$ cat src/hw/drive_opts_pkg.sv
package drive_opts_pkg;

    // Register byte addresses on the APB port.
    localparam logic [7:0] ADDR_CONFIG = 8'h00;
    localparam logic [7:0] ADDR_STATUS = 8'h04;

    // Configuration register field positions.
    localparam int CFG_SEL_LSB = 0;
    localparam int CFG_SPIN_LSB = 2;
    localparam int CFG_CLR_STEP_BIT = 4;
    localparam int CFG_PRESENCE_BIT = 5;
    localparam int CFG_LAMP_HOST_BIT = 6;

    // Status register field positions.
    localparam int ST_READY_BIT = 0;
    localparam int ST_CHANGE_BIT = 1;
    localparam int ST_PRESENT_BIT = 2;
    localparam int ST_MOTOR_BIT = 3;
    localparam int ST_LAMP_BIT = 4;
    localparam int ST_SELECTED_BIT = 5;
    localparam int ST_SPEED_BIT = 6;
    localparam int ST_MSTATE_LSB = 7;

    // Motor control sources.
    typedef enum logic [1:0] {
        SPIN_REQUEST = 2'h0,
        SPIN_SEL2 = 2'h1,
        SPIN_SEL3 = 2'h2,
        SPIN_SEL0 = 2'h3
    } spin_src_t;

    // Spindle motor states, one-hot.
    typedef enum logic [2:0] {
        M_IDLE = 3'h1,
        M_SPINUP = 3'h2,
        M_RUN = 3'h4
    } motor_state_t;

    // Reset values of the configuration fields: select line 0, motor from request,
    // change cleared by the reset line, change status routed, lamp follows select.
    localparam logic [1:0] SEL_RESET = 2'h0;
    localparam spin_src_t SPIN_RESET = SPIN_REQUEST;
    localparam logic CLR_STEP_RESET = 1'b0;
    localparam logic PRESENCE_RESET = 1'b0;
    localparam logic LAMP_HOST_RESET = 1'b0;

    // Index timing for the speed check.
    localparam int CLK_MHZ = 250;
    localparam int REV_MAX_US = 250000;
    localparam int REV_MIN_US = 150000;
    localparam int REV_MAX_CYC = REV_MAX_US * CLK_MHZ;
    localparam int REV_MIN_CYC = REV_MIN_US * CLK_MHZ;
    localparam int REVS_NEEDED = 2;

endpackage

$ cat src/hw/drive_select_status_options.sv
`timescale 1ns/1ps
`default_nettype none

module drive_select_status_options #(
    parameter int REV_MIN = drive_opts_pkg::REV_MIN_CYC,
    parameter int REV_MAX = drive_opts_pkg::REV_MAX_CYC
) (
    // Clock and reset.
    input wire logic pclk,
    input wire logic presetn,
    // APB slave.
    input wire logic psel,
    input wire logic penable,
    input wire logic pwrite,
    input wire logic [7:0] paddr,
    input wire logic [31:0] pwdata,
    output logic [31:0] prdata,
    output logic pready,
    output logic pslverr,
    // Host interface lines, active low.
    input wire logic [3:0] sel_n,
    input wire logic motor_on_request_n,
    input wire logic change_reset_n,
    input wire logic step_n,
    input wire logic in_use_n,
    // Drive sensors.
    input wire logic cartridge_present,
    input wire logic power_good,
    input wire logic index_pulse,
    // Status to host and drive actuators.
    output logic ready_n,
    output logic status_n,
    output logic motor_run,
    output logic lamp_on
);

    typedef struct packed {
        logic [1:0] sel_src;
        drive_opts_pkg::spin_src_t spin_src;
        logic clr_by_step;
        logic status_presence;
        logic lamp_host;
        drive_opts_pkg::motor_state_t mstate;
        logic change_latch;
        logic step_n_prev;
        logic ready_n;
        logic status_n;
        logic lamp_on;
        logic motor_run;
        logic pready;
        logic pslverr;
        logic [31:0] prdata;
    } state_t;

    state_t s_reg;
    state_t s_next;
    logic up_to_speed;
    logic selected;
    logic spin_want;

    // Picks one active-low line of four and returns it as active high.
    function automatic logic line_active(input logic [3:0] lines_n, input logic [1:0] idx);
        line_active = !lines_n[idx];
    endfunction

    // Only the configured select line addresses this drive.
    assign selected = line_active(sel_n, s_reg.sel_src);

    // Motor source decode; the select-line sources let drives spin up one after another.
    always_comb begin
        case (s_reg.spin_src)
            drive_opts_pkg::SPIN_REQUEST: spin_want = !motor_on_request_n;
            drive_opts_pkg::SPIN_SEL2: spin_want = line_active(sel_n, 2'h2);
            drive_opts_pkg::SPIN_SEL3: spin_want = line_active(sel_n, 2'h3);
            drive_opts_pkg::SPIN_SEL0: spin_want = line_active(sel_n, 2'h0);
            default: spin_want = 1'b0;
        endcase
    end

    // Index revolutions decide when the spindle counts as up to speed.
    rev_monitor #(
        .REV_MIN(REV_MIN),
        .REV_MAX(REV_MAX),
        .REVS(drive_opts_pkg::REVS_NEEDED)
    ) u_rev (
        .pclk(pclk),
        .presetn(presetn),
        .enable(s_reg.mstate != drive_opts_pkg::M_IDLE),
        .index_pulse(index_pulse),
        .up_to_speed(up_to_speed)
    );

    // Next-state logic for the whole block.
    always_comb begin
        logic step_edge;
        logic clear_fire;
        logic rd_cfg;
        logic rd_st;
        step_edge = 1'b0;
        clear_fire = 1'b0;
        rd_cfg = 1'b0;
        rd_st = 1'b0;
        s_next = s_reg;
        s_next.step_n_prev = step_n;

        // Motor sequence: spin up on request, run once the index shows full speed.
        case (s_reg.mstate)
            drive_opts_pkg::M_IDLE: begin
                if (spin_want) begin
                    s_next.mstate = drive_opts_pkg::M_SPINUP;
                end
            end
            drive_opts_pkg::M_SPINUP: begin
                if (!spin_want) begin
                    s_next.mstate = drive_opts_pkg::M_IDLE;
                end else if (up_to_speed) begin
                    s_next.mstate = drive_opts_pkg::M_RUN;
                end
            end
            drive_opts_pkg::M_RUN: begin
                if (!spin_want) begin
                    s_next.mstate = drive_opts_pkg::M_IDLE;
                end else if (!up_to_speed) begin
                    s_next.mstate = drive_opts_pkg::M_SPINUP;
                end
            end
            default: s_next.mstate = drive_opts_pkg::M_IDLE;
        endcase

        // The motor output is its own flop so it leaves the block without any gate after it.
        s_next.motor_run = s_next.mstate != drive_opts_pkg::M_IDLE;

        // Ready only for a present, powered, spinning medium seen on the index.
        s_next.ready_n = !(selected && cartridge_present && power_good && up_to_speed
            && s_reg.mstate == drive_opts_pkg::M_RUN);

        // Change latch: the clear source follows the strap, and a set wins over it.
        step_edge = s_reg.step_n_prev && !step_n;
        clear_fire = s_reg.clr_by_step ? step_edge : !change_reset_n;
        if (clear_fire) begin
            s_next.change_latch = 1'b0;
        end
        if (!selected && !cartridge_present) begin
            s_next.change_latch = 1'b1;
        end

        // Shared status line, driven only for the addressed drive.
        if (s_reg.status_presence) begin
            s_next.status_n = !(selected && cartridge_present);
        end else begin
            s_next.status_n = !(selected && s_next.change_latch);
        end

        // Lamp source.
        s_next.lamp_on = s_reg.lamp_host ? !in_use_n : selected;

        // APB: the setup cycle prepares the answer so the access cycle has no wait.
        rd_cfg = paddr == drive_opts_pkg::ADDR_CONFIG;
        rd_st = paddr == drive_opts_pkg::ADDR_STATUS;
        s_next.pready = psel && !penable;
        s_next.pslverr = psel && !penable && !rd_cfg && !rd_st;
        if (psel && !penable) begin
            s_next.prdata = 32'h0;
            if (rd_cfg) begin
                s_next.prdata[drive_opts_pkg::CFG_SEL_LSB +: 2] = s_reg.sel_src;
                s_next.prdata[drive_opts_pkg::CFG_SPIN_LSB +: 2] = s_reg.spin_src;
                s_next.prdata[drive_opts_pkg::CFG_CLR_STEP_BIT] = s_reg.clr_by_step;
                s_next.prdata[drive_opts_pkg::CFG_PRESENCE_BIT] = s_reg.status_presence;
                s_next.prdata[drive_opts_pkg::CFG_LAMP_HOST_BIT] = s_reg.lamp_host;
            end else if (rd_st) begin
                s_next.prdata[drive_opts_pkg::ST_READY_BIT] = !s_reg.ready_n;
                s_next.prdata[drive_opts_pkg::ST_CHANGE_BIT] = s_reg.change_latch;
                s_next.prdata[drive_opts_pkg::ST_PRESENT_BIT] = cartridge_present;
                s_next.prdata[drive_opts_pkg::ST_MOTOR_BIT] =
                    s_reg.mstate != drive_opts_pkg::M_IDLE;
                s_next.prdata[drive_opts_pkg::ST_LAMP_BIT] = s_reg.lamp_on;
                s_next.prdata[drive_opts_pkg::ST_SELECTED_BIT] = selected;
                s_next.prdata[drive_opts_pkg::ST_SPEED_BIT] = up_to_speed;
                s_next.prdata[drive_opts_pkg::ST_MSTATE_LSB +: 3] = s_reg.mstate;
            end
        end

        // Straps are written by software; they are meant to change only while idle.
        if (psel && penable && s_reg.pready && pwrite && rd_cfg) begin
            s_next.sel_src = pwdata[drive_opts_pkg::CFG_SEL_LSB +: 2];
            s_next.spin_src = drive_opts_pkg::spin_src_t'(
                pwdata[drive_opts_pkg::CFG_SPIN_LSB +: 2]);
            s_next.clr_by_step = pwdata[drive_opts_pkg::CFG_CLR_STEP_BIT];
            s_next.status_presence = pwdata[drive_opts_pkg::CFG_PRESENCE_BIT];
            s_next.lamp_host = pwdata[drive_opts_pkg::CFG_LAMP_HOST_BIT];
        end
    end

    // State register; active-low outputs idle high-inactive after reset, the others low.
    always_ff @(posedge pclk or negedge presetn) begin
        if (!presetn) begin
            s_reg <= '0;
            s_reg.sel_src <= drive_opts_pkg::SEL_RESET;
            s_reg.spin_src <= drive_opts_pkg::SPIN_RESET;
            s_reg.clr_by_step <= drive_opts_pkg::CLR_STEP_RESET;
            s_reg.status_presence <= drive_opts_pkg::PRESENCE_RESET;
            s_reg.lamp_host <= drive_opts_pkg::LAMP_HOST_RESET;
            s_reg.mstate <= drive_opts_pkg::M_IDLE;
            s_reg.step_n_prev <= 1'b1;
            s_reg.ready_n <= 1'b1;
            s_reg.status_n <= 1'b1;
        end else begin
            s_reg <= s_next;
        end
    end

    // All outputs come straight from the state register.
    assign prdata = s_reg.prdata;
    assign pready = s_reg.pready;
    assign pslverr = s_reg.pslverr;
    assign ready_n = s_reg.ready_n;
    assign status_n = s_reg.status_n;
    assign motor_run = s_reg.motor_run;
    assign lamp_on = s_reg.lamp_on;
endmodule

`default_nettype wire

$ cat src/hw/rev_monitor.sv
`timescale 1ns/1ps
`default_nettype none

module rev_monitor #(
    parameter int REV_MIN = drive_opts_pkg::REV_MIN_CYC,
    parameter int REV_MAX = drive_opts_pkg::REV_MAX_CYC,
    parameter int REVS = drive_opts_pkg::REVS_NEEDED,
    parameter int CW = $clog2(REV_MAX + 2)
) (
    // Clock and reset.
    input wire logic pclk,
    input wire logic presetn,
    // Motor and index sensor.
    input wire logic enable,
    input wire logic index_pulse,
    // Speed result.
    output logic up_to_speed
);

    typedef struct packed {
        logic [CW-1:0] period;
        logic [3:0] good;
        logic index_prev;
        logic speed;
    } mon_t;

    mon_t m_reg;
    mon_t m_next;

    // Each index edge closes one revolution; only periods inside the window count as good.
    always_comb begin
        m_next = m_reg;
        m_next.index_prev = index_pulse;
        if (!enable) begin
            m_next = '0;
            m_next.index_prev = index_pulse;
        end else if (index_pulse && !m_reg.index_prev) begin
            m_next.period = '0;
            if (m_reg.period >= CW'(REV_MIN) && m_reg.period <= CW'(REV_MAX)) begin
                if (m_reg.good != 4'(REVS)) begin
                    m_next.good = m_reg.good + 4'h1;
                end
            end else begin
                m_next.good = '0;
            end
        end else if (m_reg.period > CW'(REV_MAX)) begin
            // A stalled or missing medium drops the speed flag at once.
            m_next.good = '0;
        end else begin
            m_next.period = m_reg.period + CW'(1);
        end
        m_next.speed = enable && (m_next.good == 4'(REVS));
    end

    always_ff @(posedge pclk or negedge presetn) begin
        if (!presetn) begin
            m_reg <= '0;
        end else begin
            m_reg <= m_next;
        end
    end

    assign up_to_speed = m_reg.speed;

endmodule

`default_nettype wire

$ cat config.mk
export PLATFORM = sky130hd
export DESIGN_NAME = drive_select_status_options
export DESIGN_NICKNAME = d
export VERILOG_FILES = /design/src/hw/drive_opts_pkg.sv /design/src/hw/drive_select_status_options.sv /design/src/hw/rev_monitor.sv
export SDC_FILE = /design/constraint.sdc
export NUM_CORES = 1
export LEC_CHECK = 0
export BUFFER_PORTS_ARGS = -buffer_cell sky130_fd_sc_hd__buf_4
export CAP_MARGIN = 5
export CORE_MARGIN = 2
export CORE_UTILIZATION = 35
export DETAILED_ROUTE_END_ITERATION = 10
export REMOVE_ABC_BUFFERS = 1
export SLEW_MARGIN = 10
export SYNTH_ARGS = -nofsm -noshare
export SYNTH_HDL_FRONTEND = slang
export SYNTH_SLANG_ARGS = --single-unit
$ cat constraint.sdc
create_clock -name pclk -period 3.1 [get_ports pclk]
set_input_delay 0 -clock pclk [delete_from_list [all_inputs] [get_ports pclk]]
set_output_delay 0 -clock pclk [all_outputs]
set_load 0.05 [all_outputs]
---- Word level (Yosys, flattened, before mapping) ----
Index checks and enable logic that the tools add are counted.
storage, ports and cells
  logic and storage cells ................. 96
  flip-flop bits (word level) ............. 60
  output and inout port bits .............. 38
  bits of input ports ..................... 56
cells by class
  reduce and logical (&&, ||, !) cells .... 36
  order comparisons ....................... 4
  eq/ne operators ......................... 12
  muxes and demuxes ....................... 23
  add/subtract/negate cells ............... 2
operators with widths
  operator                                                 number
  two-way mux 30 bit                                       2
  adder 26 x 1 -> 26 bit (second input constant)           1
  >= comparator 26 bit (second input constant)             1
  greater-than comparator 26 bit (second input constant)   1
  less-or-equal comparator 26 bit (second input constant)  1
  two-way mux 26 bit                                       1
  two-way mux 3 bit                                        6
  logical AND 1 bit                                        17
  zero test 1 bit                                          17
  two-way mux 4 bit                                        3
  two-way mux 10 bit                                       1
  case mux 3 bit (3 select lines)                          1
  equality test 8 x 3 -> 1 bit (second input constant)     1
  zero test 8 bit                                          1
  two-way mux 7 bit                                        1
  two-way mux 1 bit                                        6
  inequality test 3 x 1 -> 1 bit (second input constant)   2
  adder 4 x 1 -> 4 bit (second input constant)             1
  equality test 2 bit (second input constant)              2
  equality test 4 x 2 -> 1 bit (second input constant)     1
  inequality test 4 x 2 -> 1 bit (second input constant)   1
  case mux 1 bit (4 select lines)                          1
  equality test 3 x 1 -> 1 bit (second input constant)     1
  equality test 3 x 2 -> 1 bit (second input constant)     1
  6 further kinds                                          6

---- Depth between registers and ports, before layout ----
Gate-level depths: netlist (run 1).
  depth after elaboration ................. 8
  gate-level depth with buffers ........... 10

---- By module ----
From an unflattened synthesis (run 1), not the netlist that was laid out.
unflattened totals
  cells, all modules ...................... 362
  area total of the unflattened synthesis .. 3,398.3 µm²
modules (own cells, without submodules)
  module                       instances  cells each  seq. area each (µm²)  area each (µm²)
  rev_monitor                  1          223         800.8                 1,891.8
  drive_select_status_options  1          139         705.7                 1,506.4

---- Worst setup path before layout (run 1) ----
Ideal clock, no wire load.
  path kind ............................... register to register
  from .................................... register u_rev.m_reg[6] (netlist bit)
  to ...................................... register u_rev.m_reg[29] (netlist bit)
  buffers on the path ..................... 0
  setup slack ............................. 1,067 ps
  required time ........................... 3,022 ps
  setup time .............................. 78 ps
  arrival time ............................ 1,956 ps
  stages on the path, launching flop included .. 9
  cells stage by stage .................... dfrtp_1 > inv_1 > ha_1 > nor4bb_1 > nand4_1 > nor4_2 > nor2_1 > or4_1 > a21oi_1
between the ends
  cells in the longest elaborated chain, start to end .. 4
  elaborated cells on any way between the ends .. 6
  those cells by class .................... add/sub (1); order compare (1); eq/ne (1); mux (3)
RTL lines
  what                    line               RTL
  from (decl)             rev_monitor.sv:27  mon_t m_reg;
  from (signal assigned)  rev_monitor.sv:59  m_reg <= m_next;
  adder 26 x 1 -> 26 bit  rev_monitor.sv:50  m_next.period = m_reg.period + CW'(1);
  two-way mux 26 bit      rev_monitor.sv:46  end else if (m_reg.period > CW'(REV_MAX)) begin
  two-way mux 30 bit      rev_monitor.sv:37  end else if (index_pulse && !m_reg.index_prev) begin
  two-way mux 30 bit      rev_monitor.sv:34  if (!enable) begin
Several ways; a longest one is shown, not always the timed one. The select of a mux whose other input is x is not followed.
A chain may end at the register's enable or synchronous reset.

---- Worst setup path after layout (run 1) ----
Same ends and word-level chain as after synthesis.

==> results of run 1 <==
per-stage QoR:
stage	util, %	power [uW]	area (um^2)
2_1_floorplan	-	976	3120
3_3_place_gp	39.3	1060	3640
3_5_place_dp	39.3	1060	3640
4_1_cts	43.3	1880	4020
5_1_grt	43.3	1940	4020
6_report	43.3	1860	4020
cells in the final DEF, fill, tap and decap left out, drive strengths merged, types with 5 or more instances in the layout:
| cell | Yosys | routed |
|---|---|---|
| dfrtp | 56 | 56 |
| buf | 41 | 49 |
| nand2 | 31 | 31 |
| nor2 | 31 | 31 |
| o21ai | 31 | 31 |
| conb | 1 | 22 |
| xor2 | 17 | 17 |
| dlygate4sd3 | 0 | 15 |
| nor3 | 11 | 11 |
| clkbuf | 8 | 9 |
| inv | 8 | 9 |
| nand4 | 8 | 8 |
| mux2 | 7 | 7 |
| and3 | 6 | 6 |
| mux2i | 6 | 6 |
| o31ai | 6 | 6 |
| o2111ai | 6 | 6 |
| a21oi | 5 | 5 |
| nand2b | 5 | 5 |
| o211ai | 5 | 5 |
| and4 | 5 | 5 |
| nor4 | 5 | 5 |
synthesized netlist by cell type (6+ instances only):
cell type	n
clkbuf_1	7
nand2_1	31
buf_4	34
xor2_1	17
o31ai_1	6
inv_1	8
mux2_2	7
o2111ai_1	6
mux2i_1	6
dfrtp_1	56
nand4_1	8
nor3_1	11
and3_1	6
o21ai_0	24
nor2_1	31
layout make-up:
| type | count | share of cell area (%) |
|---|---|---|
| Timing Repair Buffer | 64 | 12.9 |
| Clock buffer | 9 | 3.08 |
| Tap cell | 129 | 4.02 |
| Clock inverter | 7 | 2.46 |
| Sequential cell | 60 | 37.5 |
| Inverter | 8 | 0.747 |
| Multi-Input combinational cell | 253 | 39.3 |
logic make-up after synthesis:
logic type	after synthesis	synth area share [%]
xor+xnor	20	5.21
buf+inv	57	10.6
other cells	1	0.112
simple gates	126	19.3
flops	60	44.8
mux	15	5.47
compound gates	66	13.0
fa+ha+maj	4	1.49
per-layer routing:
layer | wire [um] | up-vias | part of all wire, % | track usage (%)
li1 | - | 1279 | - | -
met1 | 3530 | 1268 | 48 | 19.5
met2 | 3410 | 82 | 46 | 24.7
met3 | 404 | 7 | 5.4 | 3.69
met4 | 77 | 0 | 1.0 | 4.21
met5 | 0 | - | 0 | 0
worst min-delay path: cells and delay by family:
kind / cells / cell delay [ns]
buffers and inverters: 1 / 0.08
and+or+nand+nor: 3 / 0.28
how the worst max path moves through the flow:
stage | start | end | slack (ns) | depth (start not counted)
final | u_rev.m_reg[6] | u_rev.m_reg[29] | 0.58 | 8
after global routing | u_rev.m_reg[6] | u_rev.m_reg[29] | 0.35 | 8
after CTS | u_rev.m_reg[6] | u_rev.m_reg[29] | 0.55 | 8
after detailed placement | u_rev.m_reg[6] | u_rev.m_reg[29] | 0.57 | 8
after global placement | u_rev.m_reg[6] | u_rev.m_reg[29] | 0.63 | 8
after floorplan | u_rev.m_reg[6] | u_rev.m_reg[29] | 0.13 | 8
power groups by stage:
stage                     clock [uW]  sequential, uW  combinational, uW
after floorplan                    0             849                127
after global routing             860             826                258
after detailed placement           0             837                223
final                            799             823                236
after global placement             0             837                221
after CTS                        822             822                240
what timing repair did:
item                                    CTS  global route
setup buffers                             0             0
endpoints found under the hold margin    69             0
endpoints found under the setup margin    0             0
hold buffers                             15             0
==> results.md, run 1 <==
- Power density over cell area: 462 nW/um^2
- Top delay family on crit path: simple AND/OR/NAND/NOR gates
- Synth Register Bits: 60
- CORE AREA: 9280 um^2
- Initial antenna violation count: 0
- FF-to-FF path depth: 8
- Post-synth top area share: 41.7%
- Area of the multi-input gates: 1580 um^2
- Yosys cell types: 52
- Max-Slew Margin vs Limit: 49.2%
- Vias: 2636
- DR iter-0 viols: 135
- FF-to-FF End: u_rev.m_reg[29]
- Die span in x: 102 um
- Max reg flops: 31
- Final Hold Vio Count: 0
- Vias in the first global route: 2586
- Ys Warns: 0
- Remaining antenna violation count: 0
- Commonest register cell after synthesis: dfrtp_1
- Clk_lat worst skew: 0.35 ns
- Row count: 35
- Fin. max-slew vios: 0
- Placed insts: 499
- Routed WL per cell: 14.0 um
- Ant. Diodes: 0
- Worst Hold End: pslverr
- Reg power frac: 44.3%
- Die height: 102 um
- CP Launch Type: flop
- Hold Startpoint: paddr[3]
- Power share of the clock group: 43.0%
- Mapped Avg Cell Area: 9.64 um^2
- Status: complete, no violations
- Area growth syn-to-layout: 19.5%
- FF-to-FF Start: u_rev.m_reg[6]
- Synth Cell Area: 3360 um^2
- Boundary pin count: 94
- Yosys top cell by area: dfrtp_1
- CTS buffer count: 9
- CTS Buffer Depth: 2
- CTS HTree Levels: 3
- Global route overflow: 0
- RSZ-0062 raised after global routing: false
- Int Power: 1340 uW
- Clock-pin slew on the worst setup and hold paths: 0.08 ns
- Critical path type: flop to flop
- FMAX: 0.397 GHz
- Hold Crit Depth: 4
- Via density: 4.97
- Fillers: 927
- Placer congestion estimate: 0.820
- Crit-path max cell delay: 0.52 ns
- Share of layout cells above drive strength 1: 20.9%
- Critical Path Sink Type: flop
- Slew @ Worst Pin: 0.762 ns
- Routed WL: 7420 um
- Drt pass-1 iters: 6
- Critical-path cell list: inv_1, ha_1, nor4bb_1, nand4_1, nor4_2, nor2_1, or4_1, a21oi_1
- Sequential area share after synthesis: 44.8%
- Hold Path Class: primary input to flop
- Combinational cell fraction of total power: 12.7%
- Asr flop ratio synth: 100%
- VDD IR max: 0.245 mV
- # port buffers: 46
- Initial core utilization: 36.2%
- Clock Sinks: 60
- Storage element area: 1510 um^2
- Synth area leaders: dfrtp_1 (42%), buf_4 (7.6%), xor2_1 (4.4%)
- Setup WS post-layout: 0.581 ns
- Final Skew: 0.00835 ns
- Gate Count Post-Synth: 349
- CP Max Fanout: 5
- Final worst path period need: 2.52 ns
- Min Hold Slack: 0.0487 ns
- Tot GR Track Use: 14.9%
- Arrival time of the worst setup path: 2.79 ns
- First-pass GRT wire length: 12300 um
- CTS tree: done
- CTS root buf: clkbuf_8
- Final worst-path cycle share: 81.3%
- P_leak: 0.00178 uW
- Number of synthesized flops with an enable pin: 0
- Detail Placement HPWL: 5060 um
- CP required: 3.37 ns
- Residual DRC: 0
- Setup violations, final: 0
- Post-CTS Resized: 0
- Largest net degree at the start of global routing: 61
- Final #Nets: 456
- CP Buf/Inv Count: 1
- R2r setup slk: 0.58 ns
- Die Area: 10400 um^2
- Pre-CTS setup slack: 0.573 ns
- Critical-path top delay cell: nor4_2
- Sw Pwr: 522 uW
- Fin cells: 530
- Max Cap Viol: 0
- Setup_tns: 0 ns
- Sw Share: 28.1%
(Power assumes the default switching activity.)
==> run 2: changes to the inputs <==
ABC_AREA = 1   (was not set)
clock period = 2.6 ns   (was 3.1 ns; I/O delays follow)
==> run 2 against run 1 <==
Maximum frequency up 20%. Non-clock buffer count up 3. Synthesized cell count up 45%. Largest power group is now the clock network. Sequential share of layout area down 3.3 points. First-iteration DRC count up 50%. Global-route usage up 1.5 points. Final area up 9.8%. Highest routed layer unchanged. Clock skew up 0.0033 ns. Wire length up 20%.
==> results.md, run 2 <==
- Area growth syn-to-layout: 19.6%
- Clk_lat worst skew: 0.35 ns (about the same)
- Critical-path top delay cell: dfrtp_1
- CP startpoint: u_rev.m_reg[24]
- Initial core utilization: 35.9% (-0.35 points)
- Drt pass-1 iters: 5 (-1)
- Most frequent cells in the layout: nand2_1 (106), nor2_1 (73), inv_1 (60)
- Placed insts: 672 (+35%)
- Initial antenna violation count: 0 (unchanged)
- Clock Sinks: 60 (unchanged)
- Largest net degree at the start of global routing: 61 (unchanged)
- CORE AREA: 10300 um^2 (+11%)
- Max reg flops: 31 (unchanged)
- Crit path depth: 11 (+3)
- Final worst path period need: 2.10 ns (-0.418 ns)
- Status: complete, no violations
- FF-to-FF path depth: 11 (+3)
- Fin. max-slew vios: 0 (unchanged)
- Area of the multi-input gates: 1710 um^2 (+8.2%)
- Tot GR Track Use: 16.4% (+1.5 points)
- Synth area leaders: dfrtp_1 (38%), nand2_1 (11%), nand3_1 (7.7%)
- Final worst-path cycle share: 80.8% (-0.44 points)
- Slew @ Worst Pin: 0.758 ns (-0.00437 ns)
- Critical Path Sink Type: flop
- CP required: 2.84 ns (-0.53 ns)
- # port buffers: 46 (unchanged)
- Yosys cell types: 32 (-38%)
- Vias: 3318 (+26%)
- Remaining antenna violation count: 0 (unchanged)
- FF-to-FF End: u_rev.m_reg[16]
- Most instantiated cells after synthesis: nand2_1 (106), nor2_1 (73), inv_1 (60)
- FMAX: 0.476 GHz (+20%)
- Die height: 107 um (+4.5%)
- Die span in x: 107 um (+4.5%)
- Yosys top cell by area: dfrtp_1
- Routed WL: 8870 um (+20%)
- First-pass GRT wire length: 14900 um (+21%)
- Final Skew: 0.0117 ns (+0.00332 ns)
- Most frequent cell after synthesis: nand2_1
- Top delay family on crit path: simple AND/OR/NAND/NOR gates
- Power density over cell area: 567 nW/um^2 (+22%)
- Max Cap Viol: 0 (unchanged)
- Clock-pin slew on the worst setup and hold paths: 0.08 ns (about the same)
- CP Launch Type: flop
- CTS buffer count: 9 (unchanged)
- Global route overflow: 0 (unchanged)
- Synth Cell Area: 3690 um^2 (+9.6%)
- Routed WL per cell: 12.6 um (-10%)
- CP Max Fanout: 13 (+8)
- Setup_tns: 0 ns (unchanged)
- Storage element area: 1510 um^2 (unchanged)
- Residual DRC: 0 (unchanged)
- P_leak: 0.00212 uW (+19%)
- Hold Path Class: primary input to flop
- Cell area after layout: 4410 um^2 (+9.8%)
- Detail Placement HPWL: 6400 um (+27%)
- Via density: 4.71 (-5.4%)
- Gate Count Post-Synth: 507 (+45%)
- Vias in the first global route: 3130 (+21%)
- Post-synth top area share: 38.0% (-3.7 points)
- CTS Buffer Depth: 2 (unchanged)
- Crit-path max cell delay: 0.49 ns (-0.03 ns)
- Number of synthesized flops with an enable pin: 0 (unchanged)
- DR iter-0 viols: 202 (+50%)
- Die Area: 11400 um^2 (+9.3%)
- VDD IR max: 0.442 mV (+80%)
- CTS tree: done
- Fin cells: 705 (+33%)
- Critical path type: flop to flop
- Asr flop ratio synth: 100% (unchanged)
- Share of layout cells above drive strength 1: 15.6% (-5.3 points)
- Placer congestion estimate: 0.915 (+12%)
- Arrival time of the worst setup path: 2.34 ns (-0.45 ns)
- R2r setup slk: 0.50 ns (-0.08 ns)
- Fillers: 1062 (+15%)
- Critical-path cell list: nand2_1, nor2_1, nand2_1, nand2_1, nor2_1, nand2_1, nand2_2, buf_4, nor2_1, or2_1, a21oi_1
- Mapped Avg Cell Area: 7.27 um^2 (-25%)
- Worst path most repeated cell: nand2_1
- Post-CTS setup buffer count: 0 (unchanged)
- Critical path endpoint: u_rev.m_reg[16]
- CTS HTree Levels: 3 (unchanged)
- Commonest non-fill, non-tap cell in the layout: nand2_1
- Final Hold Vio Count: 0 (unchanged)
- CTS root buf: clkbuf_8
- CP Buf/Inv Count: 1 (unchanged)
- FF-to-FF Start: u_rev.m_reg[24]
- Ant. Diodes: 0 (unchanged)
- Synth Register Bits: 60 (unchanged)
- Final #Nets: 624 (+37%)
- Sequential area share after synthesis: 40.9% (-3.9 points)
- Placed cell areas: 4000 um^2 (+9.8%)
- Commonest register cell after synthesis: dfrtp_1
- Max-Slew Margin vs Limit: 49.5% (+0.29 points)
- Boundary pin count: 94 (unchanged)
- Ys Warns: 0 (unchanged)
- RSZ-0062 raised after global routing: false
- Setup violations, final: 0 (unchanged)
- Row count: 37 (+5.7%)
==> run 2: cell count changes in the layout (fill, tap and decap cells not counted), moves of 9 or more <==
cell / delta
o21ai_0: -10
nand3_1: +53
a21oi_1: +18
xor2_1: -9
nand2_1: +75
inv_1: +52
nor2_1: +42
==> run 2: power by group <==
| group | internal, uW | switching [uW] | leakage, uW |
|---|---|---|---|
| logic | 138 | 307 | 0.00122 |
| clock network | 639 | 400 | 0.000117 |
| registers | 979 | 35.5 | 0.000784 |
| total | 1760 | 743 | 0.00212 |
==> run 2: cell families after synthesis <==
family	share of synthesized area, %
AND/OR/NAND/NOR	32.4
buffers and inverters	14.9
flip-flops	40.9
AO/OA/AOI/OAI	7.87
XOR/XNOR	1.90
adder cells (fa/ha/maj)	1.36
multiplexers	0.611
other	0.102
==> run 2: metal layers <==
layer	up-vias	wire length, um	share of wire, %	GRT usage, %
li1	1685	-	-	-
met1	1500	4090	46	21.6
met2	116	4060	46	27.2
met3	17	568	6.4	3.71
met4	0	146	1.6	4.73
met5	-	0	0	0
==> run 2: final cells by class <==
| type | count | share of cell area, % |
|---|---|---|
| Timing Repair Buffer | 67 | 12.4 |
| Multi-Input combinational cell | 362 | 38.8 |
| Sequential cell | 60 | 34.2 |
| Clock buffer | 10 | 2.89 |
| Clock inverter | 6 | 2.52 |
| Inverter | 64 | 5.45 |
| Tap cell | 136 | 3.86 |
==> run 2: worst min path at each step <==
stage | endpoint | slack [ns] | depth (start not counted) | startpoint
6_report | pready | 0.05 | 3 | psel
5_1_grt | pslverr | 0.09 | 5 | paddr[3]
4_1_cts | pready | 0.05 | 3 | psel
3_5_place_dp | s_reg[38] | 0.12 | 1 | step_n
3_3_place_gp | s_reg[49] | 0.12 | 1 | presetn
2_1_floorplan | lamp_on | -0.30 | 0 | presetn
==> run 2: timing repair <==
action                    4_1_cts  5_1_grt
resized for setup               0        0
hold endpoints to repair       73        0
hold buffers                   17        0
==> run 2: through the flow <==
step / utilization (%) / hold WS, ns / setup slack, ns / power, uW
floorplan: - / -0.296 / 0.740 / 1300
global placement: 38.9 / 0.120 / 0.555 / 1450
detailed placement: 38.9 / 0.121 / 0.543 / 1450
CTS: 42.9 / 0.0482 / 0.506 / 2530
global route: 42.9 / 0.0869 / 0.278 / 2620
finish: 42.9 / 0.0522 / 0.498 / 2500
==> run 2: worst reg2reg max path, stage by stage, from the launching register on <==
cell and delay (ns):
dfrtp_1 0.49, nand2_1 0.09, nor2_1 0.20, nand2_1 0.08, nand2_1 0.07, nor2_1 0.05, nand2_1 0.06, nand2_2 0.17
buf_4 0.25, nor2_1 0.33, or2_1 0.16, a21oi_1 0.05
